`src/pkg/adcc_defines.svh`:
```
/*
  Timing counts, field codes and reset values of the converter control block.
  Assumes a 100 MHz system clock; included by bare name.
*/
`ifndef ADCC_DEFINES_SVH
`define ADCC_DEFINES_SVH

`define ADCC_CLK_PERIOD_NS   10
`define ADCC_INSTR_CYCLE_NS  40
`define ADCC_INSTR_CYCLES    ((`ADCC_INSTR_CYCLE_NS + `ADCC_CLK_PERIOD_NS - 1) / `ADCC_CLK_PERIOD_NS)
`define ADCC_CONV_TADS       11
`define ADCC_LAST_TAD        4'hA
`define ADCC_CLKSEL_DIV64    3'h5
`define ADCC_DIV_MAX         6'h3F
`define ADCC_RESULT_RST      10'h000
`define ADCC_SAR_RST         10'h000
`define ADCC_JUSTIFY_PAD     6'h00

`endif

```
`src/pkg/adcc_pkg.sv`:
```
/*
  Types of the converter control block: state codes and the configuration carrier.
  Assumes nothing of its surroundings.
*/
package adcc_pkg;

  typedef enum logic [1:0] {
    ST_IDLE  = 2'b00,
    ST_DELAY = 2'b01,
    ST_CONV  = 2'b11,
    ST_ABORT = 2'b10
  } adcc_state_t;

  // reference_select: bit 1 positive ref external, bit 0 negative ref external
  typedef struct packed {
    logic [2:0] channel_select;
    logic [1:0] reference_select;
    logic [2:0] conv_clock_select;
    logic       result_justify_select;
    logic       converter_power_on;
  } adcc_cfg_t;

endpackage : adcc_pkg

```
`src/verilog/adcc_top.sv`:
```
/*
  Conversion control of a 10-bit successive-approximation converter.
  Assumes the analog core registers its comparator output on sys_clk_i, the
  capture/compare trigger and sleep come from sys_clk_i logic, and the
  dedicated oscillator arrives as a free-running asynchronous input.
*/
`timescale 1ns/10ps
`include "adcc_defines.svh"

module adcc_top (
  // clock and reset
  input  wire logic              sys_clk_i,
  input  wire logic              resetn_i,
  input  wire logic              clk_en_i,
  // configuration bits
  input  wire adcc_pkg::adcc_cfg_t cfg_i,
  // go/done and flag control
  input  wire logic              go_set_i,
  input  wire logic              go_clear_i,
  input  wire logic              irq_enable_i,
  input  wire logic              irq_flag_clear_i,
  input  wire logic              sleep_i,
  // capture/compare trigger
  input  wire logic              trig_i,
  // analog core
  input  wire logic              cmp_i,
  input  wire logic              frc_clk_i,
  output logic [2:0]             sh_channel_o,
  output logic                   ref_pos_ext_o,
  output logic                   ref_neg_ext_o,
  output logic                   analog_power_o,
  output logic                   sample_o,
  output logic [9:0]             dac_code_o,
  // status and result
  output logic                   go_done_o,
  output logic                   converter_irq_flag_o,
  output logic [7:0]             result_high_byte_o,
  output logic [7:0]             result_low_byte_o,
  output logic                   wake_o,
  output logic                   timer_reset_o
);

  adcc_pkg::adcc_state_t st_r;
  adcc_pkg::adcc_state_t st_nxt;
  logic        frc_s1_r, frc_s2_r, frc_s3_r;
  logic [5:0]  div_cnt_r;
  logic [3:0]  bit_idx_r;
  logic [2:0]  delay_cnt_r;
  logic        abort_cnt_r;
  logic [9:0]  sar_r;
  logic [9:0]  result_r;
  logic        sleep_off_r;
  logic [9:0]  sar_nxt;

  wire         frc_sel      = cfg_i.conv_clock_select > `ADCC_CLKSEL_DIV64;
  wire [2:0]   div_shift    = `ADCC_CLKSEL_DIV64 - cfg_i.conv_clock_select;
  wire [5:0]   div_last     = `ADCC_DIV_MAX >> div_shift;
  wire         frc_edge     = frc_s2_r & ~frc_s3_r;
  wire         in_conv      = (st_r == adcc_pkg::ST_CONV);
  wire         in_delay     = (st_r == adcc_pkg::ST_DELAY);
  wire         in_abort     = (st_r == adcc_pkg::ST_ABORT);
  wire         running      = in_conv | in_delay;
  wire         tad_tick     = frc_sel ? frc_edge : (div_cnt_r == div_last);
  wire         start_req    = (go_set_i | trig_i) & cfg_i.converter_power_on
                              & (st_r == adcc_pkg::ST_IDLE);
  wire         sleep_kill   = sleep_i & ~frc_sel;
  wire         abort_req    = running & (go_clear_i | ~cfg_i.converter_power_on | sleep_kill);
  wire         delay_done   = in_delay & (delay_cnt_r == 3'(`ADCC_INSTR_CYCLES - 1));
  wire         complete     = in_conv & tad_tick & (bit_idx_r == `ADCC_LAST_TAD);
  wire         abort_done   = in_abort & tad_tick & abort_cnt_r;
  wire [3:0]   bit_pos      = `ADCC_LAST_TAD - bit_idx_r;
  wire         sleep_off_nxt = sleep_i & (sleep_off_r | ~frc_sel | (complete & ~irq_enable_i));
  wire         go_nxt       = start_req | ((in_conv | in_delay) & ~(complete | abort_req));
  wire         irq_nxt      = complete | (converter_irq_flag_o & ~irq_flag_clear_i);
  wire [9:0]   result_nxt   = complete ? sar_nxt : result_r;
  wire [15:0]  justified    = cfg_i.result_justify_select ? {result_nxt, `ADCC_JUSTIFY_PAD}
                                                          : {`ADCC_JUSTIFY_PAD, result_nxt};
  wire         sample_nxt   = cfg_i.converter_power_on & ~sleep_off_nxt
                              & ((st_nxt == adcc_pkg::ST_IDLE) | (st_nxt == adcc_pkg::ST_DELAY));

  // one trial step per bit: decide current bit, raise the next lower one
  genvar gi;
  generate
    for (gi = 0; gi < 10; gi++) begin : g_sar
      assign sar_nxt[gi] = (bit_idx_r == 4'h0)          ? (gi == 9) :
                           (bit_pos == 4'(gi))           ? cmp_i :
                           (bit_pos == 4'(gi + 1))       ? 1'b1 : sar_r[gi];
    end
  endgenerate

  always_comb begin
    st_nxt = st_r;
    unique case (st_r)
      adcc_pkg::ST_IDLE: begin
        if (start_req) begin
          st_nxt = frc_sel ? adcc_pkg::ST_DELAY : adcc_pkg::ST_CONV;
        end
      end
      adcc_pkg::ST_DELAY: begin
        if (abort_req) begin
          st_nxt = adcc_pkg::ST_ABORT;
        end else if (delay_done) begin
          st_nxt = adcc_pkg::ST_CONV;
        end
      end
      adcc_pkg::ST_CONV: begin
        if (abort_req) begin
          st_nxt = adcc_pkg::ST_ABORT;
        end else if (complete) begin
          st_nxt = adcc_pkg::ST_IDLE;
        end
      end
      adcc_pkg::ST_ABORT: begin
        if (abort_done) begin
          st_nxt = adcc_pkg::ST_IDLE;
        end
      end
    endcase
  end

  // oscillator edge detect behind a two-stage synchroniser
  always_ff @(posedge sys_clk_i or negedge resetn_i) begin
    if (!resetn_i) begin
      frc_s1_r <= 1'b0;
      frc_s2_r <= 1'b0;
      frc_s3_r <= 1'b0;
    end else if (clk_en_i) begin
      frc_s1_r <= frc_clk_i;
      frc_s2_r <= frc_s1_r;
      frc_s3_r <= frc_s2_r;
    end
  end

  // sequencing counters; divider restarts on abort so the wait is whole periods
  always_ff @(posedge sys_clk_i or negedge resetn_i) begin
    if (!resetn_i) begin
      st_r        <= adcc_pkg::ST_IDLE;
      div_cnt_r   <= 6'h00;
      bit_idx_r   <= 4'h0;
      delay_cnt_r <= 3'h0;
      abort_cnt_r <= 1'b0;
      sar_r       <= `ADCC_SAR_RST;
    end else if (clk_en_i) begin
      st_r        <= st_nxt;
      div_cnt_r   <= (!(in_conv | in_abort) | tad_tick | abort_req) ? 6'h00 : div_cnt_r + 6'h01;
      bit_idx_r   <= !in_conv ? 4'h0 : (tad_tick ? bit_idx_r + 4'h1 : bit_idx_r);
      delay_cnt_r <= in_delay ? delay_cnt_r + 3'h1 : 3'h0;
      abort_cnt_r <= in_abort & (abort_cnt_r ^ tad_tick);
      sar_r       <= start_req ? `ADCC_SAR_RST : ((in_conv & tad_tick) ? sar_nxt : sar_r);
    end
  end

  // status, result and analog-facing outputs
  always_ff @(posedge sys_clk_i or negedge resetn_i) begin
    if (!resetn_i) begin
      result_r             <= `ADCC_RESULT_RST;
      sleep_off_r          <= 1'b0;
      go_done_o            <= 1'b0;
      converter_irq_flag_o <= 1'b0;
      result_high_byte_o   <= 8'h00;
      result_low_byte_o    <= 8'h00;
      sh_channel_o         <= 3'h0;
      ref_pos_ext_o        <= 1'b0;
      ref_neg_ext_o        <= 1'b0;
      analog_power_o       <= 1'b0;
      sample_o             <= 1'b0;
      dac_code_o           <= `ADCC_SAR_RST;
      wake_o               <= 1'b0;
      timer_reset_o        <= 1'b0;
    end else if (clk_en_i) begin
      result_r             <= result_nxt;
      sleep_off_r          <= sleep_off_nxt;
      go_done_o            <= go_nxt;
      converter_irq_flag_o <= irq_nxt;
      result_high_byte_o   <= justified[15:8];
      result_low_byte_o    <= justified[7:0];
      sh_channel_o         <= cfg_i.channel_select;
      ref_pos_ext_o        <= cfg_i.reference_select[1];
      ref_neg_ext_o        <= cfg_i.reference_select[0];
      analog_power_o       <= cfg_i.converter_power_on & ~sleep_off_nxt;
      sample_o             <= sample_nxt;
      dac_code_o           <= (in_conv & tad_tick) ? sar_nxt : sar_r;
      wake_o               <= complete & sleep_i & irq_enable_i;
      timer_reset_o        <= trig_i;
    end
  end
endmodule : adcc_top
```
`config.mk`:
```
export PLATFORM = sky130hd
export DESIGN_NAME = adcc_top
export DESIGN_NICKNAME = d
export VERILOG_FILES = /design/src/pkg/adcc_pkg.sv /design/src/verilog/adcc_top.sv
export VERILOG_INCLUDE_DIRS = /design/src /design/src/pkg
export SDC_FILE = /design/constraint.sdc
export NUM_CORES = 1
export LEC_CHECK = 0
export BUFFER_PORTS_ARGS = -buffer_cell sky130_fd_sc_hd__buf_2
export CORE_MARGIN = 2
export CORE_UTILIZATION = 62
export DETAILED_ROUTE_END_ITERATION = 8
export HOLD_SLACK_MARGIN = 0.15
export PLACE_DENSITY = 0.84
export SYNTH_ARGS = -nofsm -noshare
export SYNTH_HDL_FRONTEND = slang
export SYNTH_SLANG_ARGS = --single-unit
```
`constraint.sdc`:
```
create_clock -name sys_clk_i -period 7 [get_ports sys_clk_i]
set_input_delay 0.7 -clock sys_clk_i [delete_from_list [all_inputs] [get_ports sys_clk_i]]
set_output_delay 0.7 -clock sys_clk_i [all_outputs]
set_load 0.01 [all_outputs]
```
# After elaboration in Yosys (flattened, before gate mapping)
# Cells that the tools add are included.
# op_classes
n_addsub	5
order_cmp	1
eq_ne	18
n_shift	1
muxes	47
bitwise_logic	40
reduce_logical	6
# op_table
cell	count
$mux 1	31
$mux 10	3
$and 1x1->1	19
$eq 4x3->1 const B	4
$eq 4x4->1 const B	4
$mux 16	1
$mux 2	7
$or 1x1->1	13
$eq 4x2->1 const B	2
$logic_not 4->1	2
$mux 4	2
$pmux 2 s4	1
$not 1->1	7
$add 6x1->6 const B	1
$eq 6x6->1	1
$mux 6	1
$shr 6x3->6 const A	1
$add 4x1->4 const B	1
$eq 2x1->1 const B	2
$eq 2x2->1 const B	2
$eq 4x1->1 const B	1
$logic_not 2->1	2
$sub 4x4->4 const A	1
$add 3x1->3 const B	1
other kinds (8)	8
# totals
register_bits	77
inputBits	21
output_inout_bits	37
word_cells	141

# Depth between registers and ports, before layout
# depth
depth_word	12
depth_mapped	9
ltp_nobuf	8

# Worst setup path after synthesis
# No wires, ideal clock.
# synth_timing
kind	input -> register
start	in cfg_i[3] (netlist name)
end	reg result_high_byte_o[0]
setup_ns	0.125
arrival_time_ns	2.703
required_time_ns	6.875
slack_ns	4.172
stages	9
path_buffers	1
cell_sequence	inv_1 > ha_1 > nor4bb_1 > a311oi_1 > o21a_1 > nor4_1 > buf_2 > mux4_2 > mux2_4
# synth_via
elab_chain_len	8
word_cells_on_any_way	9
cone_classes	1 x add/sub; 1 x order compare; 1 x eq/ne; 1 x shift; 3 x mux; 2 x bitwise
# synth_lines
element	line	source
start: declaration	adcc_top.sv:16	input wire adcc_pkg::adcc_cfg_t cfg_i,
$sub 3x3->3 (no line)	--	
$shr 6x3->6 (no line)	--	
$eq 6x6->1	adcc_top.sv:63	wire tad_tick = frc_sel ? frc_edge : (div_cnt_r == div_last);
$mux 1 *	adcc_top.sv:63	
$and 1x1->1 * (2 in series)	adcc_top.sv:69	wire complete = in_conv & tad_tick & (bit_idx_r == `ADCC_LAST_TAD);
$mux 10 *	adcc_top.sv:75	wire [9:0] result_nxt = complete ? sar_nxt : result_r;
$mux 16 *	adcc_top.sv:76	wire [15:0] justified = cfg_i.result_justify_select ? {result_nxt, `ADCC_JUSTIFY_PAD}
end signal: assignment	adcc_top.sv:175	result_high_byte_o <= justified[15:8];
end: declaration	adcc_top.sv:37	output logic [7:0] result_high_byte_o,
# Every way passes the cells marked *; elsewhere a longest branch is shown, timed or not.
# A chain may end at the register's enable or synchronous reset.

# Worst setup path after layout
# layout_timing
start	in cfg_i[3] (netlist name)
end	reg sar_r[2]
# layout_via
elab_chain_len	7
word_cells_on_any_way	8
cone_classes	1 x add/sub; 1 x order compare; 1 x eq/ne; 1 x shift; 3 x mux; 1 x bitwise
# layout_lines
element	line	source
$sub 3x3->3 (no line)	--	
$shr 6x3->6 (no line)	--	
$eq 6x6->1	adcc_top.sv:63	
$mux 1 *	adcc_top.sv:63	
$and 1x1->1 *	adcc_top.sv:149	sar_r <= start_req ? `ADCC_SAR_RST : ((in_conv & tad_tick) ? sar_nxt : sar_r);
$mux 10 * (2 in series)	--	
end signal: assignment	adcc_top.sv:142	sar_r <= `ADCC_SAR_RST;
end signal: assignment	adcc_top.sv:149	
end: declaration	adcc_top.sv:50	logic [9:0] sar_r;
# Marks and branches as above.

==> qor.yml <==
outcome:
  run_status: "completed"
clock_tree:
  ctsResizeCount: 0
  cts_buffers: 9
  post_cts_buffers: 0
  clock_latency_ns: 0.36
  clk_path_buf_depth: 2
  cts_tree: "yes"
  clock_sinks: 77
  hold_buffers: 0
  h-tree-depth: 3
  clockRootBuffer: "clkbuf_8"
  clkTransAtPathRegs_ns: 0.08
synthesis:
  ys.flop_type: "dfrtp_1"
  ys_ff_latch: 77
  synth_top_area_share_pct: 47.9
  avgSynthCellArea_sq_um: 10.4
  synthTopCellsByCount: "dfrtp_1 (77), nor2_1 (30), nand2_1 (26)"
  synth.distinct_cells: 63
  synth_edf_count: 0
  yosysWarningCount: 0
  yosys.area.top_type: "dfrtp_1"
  yosysMostFrequentCell: "dfrtp_1"
  syn-num-nets: 419
  synthTopCellsByArea: "dfrtp_1 (48%), o2bb2ai_1 (5.2%), mux2i_1 (4.5%), mux2_2 (4.5%), ha_1 (3.1%)"
  synthCells: 388
  synth-seq-area-share_pct: 47.9
  async_reset_ff_share_pct: 100
  syn_area_sq_mm: 0.00402
pwr:
  p_int_mw: 0.756
  power_frac_comb_pct: 19.5
  p_per_area_mw_per_mm2: 240
  p_sw_mw: 0.336
  power.leakage_nw: 2.01
  power.share.sequential_pct: 49.5
  peakVddDrop_mv: 0.208
  swShare_pct: 30.8
  clkPwrFrac_pct: 31.1
floorplanning:
  die_area_sq_mm: 0.00715
  rows: 29
  fp.dieW_microns: 84.6
  ios: 58
  dieHeight_microns: 84.6
  core_sq_mm: 0.00631
  start_util_pct: 63.7
cells_and_area:
  nets: 469
  finalNonFillerCells: 520
  drive_above_1_share_pct: 23.7
  fill_cells: 481
  antenna_cells: 0
  synthToLayoutAreaGrowth_pct: 13.0
sta:
  finalSetupViolCount: 0
  fmax_mhz: 309
  tns_ns: 0
  fin_skew_ns: 0.0109
  hold_violations: 0
  relSlewSlack_pct: 23.2
  tightestPinTransition_ns: 1.15
  rsz0062_at_grt: "no"
  timing.final.crit_share_pct: 46.2
  min_period_ns: 3.24
  slew_viol_final: 0
place:
  place_congestion: 0.927
  portBuffers: 57
  hpwl_microns: 5970
  dp.cells: 504
detailed_routing:
  via_count: 3213
  wl_met3_microns: 394
  wl_per_cell_microns: 17.0
  met1_length_microns: 4030
  first_pass_iters: 5
  routed_wl_microns: 8830
  remaining_drc_errors: 0
  first_iter_violations: 221
  post_drt_via_cell_ratio: 6.18
  highest_layer: "met4"
  wl_met2_microns: 4290
  ant_nets: 0
critical_path:
  max_stage_delay_ns: 0.91
  crit_fanout: 15
  cpMaxStageDelayCell: "nor3_2"
  crit_chain: "buf_2, inv_1, ha_1, nor4bb_1, a311oi_1, o21a_1, nor3_2, o21ai_0, o2bb2ai_1"
  crit_required_ns: 7.21
  path_class: "in2reg"
  crit_path_end_kind: "flip-flop"
  worst_setup_path_start_kind: "input pin"
  crit_arrival_ns: 3.45
grt:
  grt_use_total_pct: 26.8
  grt_max_degree: 78
  grt_pass1_wl_microns: 15300
  grt_overflow_total: 0
  grt_pass1_vias: 3128
  antenna_found_initial: 0
worst_hold_path:
  hp-class: "in2async"
flow_run:
  maxCapViolCount: 0
-- layout by cell type, fill, tap and decap left out, drive strengths merged, types with 5 or more instances in the layout --
master / instances
o22a: 5
inv: 23
ha: 10
a31oi: 6
o2bb2ai: 24
buf: 59
o21ai: 22
mux2: 17
clkbuf: 10
nand2b: 10
nand3: 11
dfrtp: 77
a21oi: 22
nor2: 30
mux2i: 18
nand2: 26
-- state kept, by name, summed over array words and instances, names as in the netlist --
signal / count
dac_code_o: 10
result_r: 10
sar_r: 10
result_high_byte_o: 8
result_low_byte_o: 8
div_cnt_r: 6
bit_idx_r: 4
delay_cnt_r: 3
sh_channel_o: 3
st_r: 2
abort_cnt_r: 1
analog_power_o: 1
converter_irq_flag_o: 1
frc_s1_r: 1
frc_s2_r: 1
frc_s3_r: 1
go_done_o: 1
ref_neg_ext_o: 1
ref_pos_ext_o: 1
sample_o: 1
sleep_off_r: 1
timer_reset_o: 1
wake_o: 1
-- worst paths after layout --
check                                     startpoint              endpoint  slack, ns  cells past startpoint
worst max register to register          bit_idx_r[1]  result_low_byte_o[7]       4.22                      7
worst max-delay path                        cfg_i[3]              sar_r[2]       3.76                      9
max in group asynchronous                   resetn_i          div_cnt_r[2]       5.91                      1
worst min register to register  converter_irq_flag_o  converter_irq_flag_o       0.49                      2
min in group sys_clk_i          converter_irq_flag_o  converter_irq_flag_o       0.49                      2
worst min-delay path                        resetn_i               st_r[1]       0.49                      1
-- cell families (layout without fill, tap and decap cells) --
kind of cell / after synthesis / count (layout) / share of synthesized area (%)
simple gates: 103 / 103 / 12.7
buf+inv: 42 / 97 / 4.11
mux: 38 / 38 / 11.0
flops: 77 / 77 / 47.9
fa+ha+maj: 10 / 10 / 3.11
compound gates: 114 / 114 / 20.3
xor+xnor: 4 / 4 / 0.871
-- layout make-up --
cell class / instances / area, sq um / share of cell area (%)
multi-input combinational: 269 / 1940 / 42.6
sequential: 77 / 1930 / 42.4
timing repair buffer: 59 / 303 / 6.66
clock buffer: 10 / 128 / 2.81
tap: 77 / 96.3 / 2.12
inverter: 22 / 82.6 / 1.82
clock inverter: 6 / 71.3 / 1.57
-- power by group through the flow --
stage          Combinational (mW)  Sequential (mW)  Clock [mW]
6_report                    0.213            0.540       0.339
5_1_grt                     0.238            0.548       0.366
4_1_cts                     0.213            0.539       0.350
3_5_place_dp                0.212            0.547           0
3_3_place_gp                0.205            0.543           0
2_1_floorplan               0.139            0.545           0
-- stage by stage --
stage	hold slack (ns)	total power, mW	instance area, sq um	setup WS [ns]	util [%]
finish	0.488	1.09	4540	3.76	72.0
global route	0.512	1.15	4540	3.62	72.0
CTS	0.493	1.10	4540	3.83	72.0
detailed placement	0.468	0.758	4350	3.45	68.8
global placement	0.458	0.748	4350	3.60	68.8
floorplan	0.404	0.684	4020	4.17	-
-- worst max-delay path, delay by kind of cell --
kind | cells | cell delay, ns
AND/OR/NAND/NOR | 2 | 1.21
adder cells (fa/ha/maj) | 1 | 0.36
AO/OA/AOI/OAI | 4 | 1.01
buffers and inverters | 2 | 0.17
-- routing by layer --
| layer | vias to the layer above | global-route usage, % |
|---|---|---|
| li1 | 1520 | - |
| met1 | 1613 | 36.9 |
| met2 | 71 | 42.7 |
| met3 | 9 | 5.51 |
| met4 | 0 | 9.24 |
| met5 | - | 0 |
No activity file was read; power rests on OpenSTA's default activity.
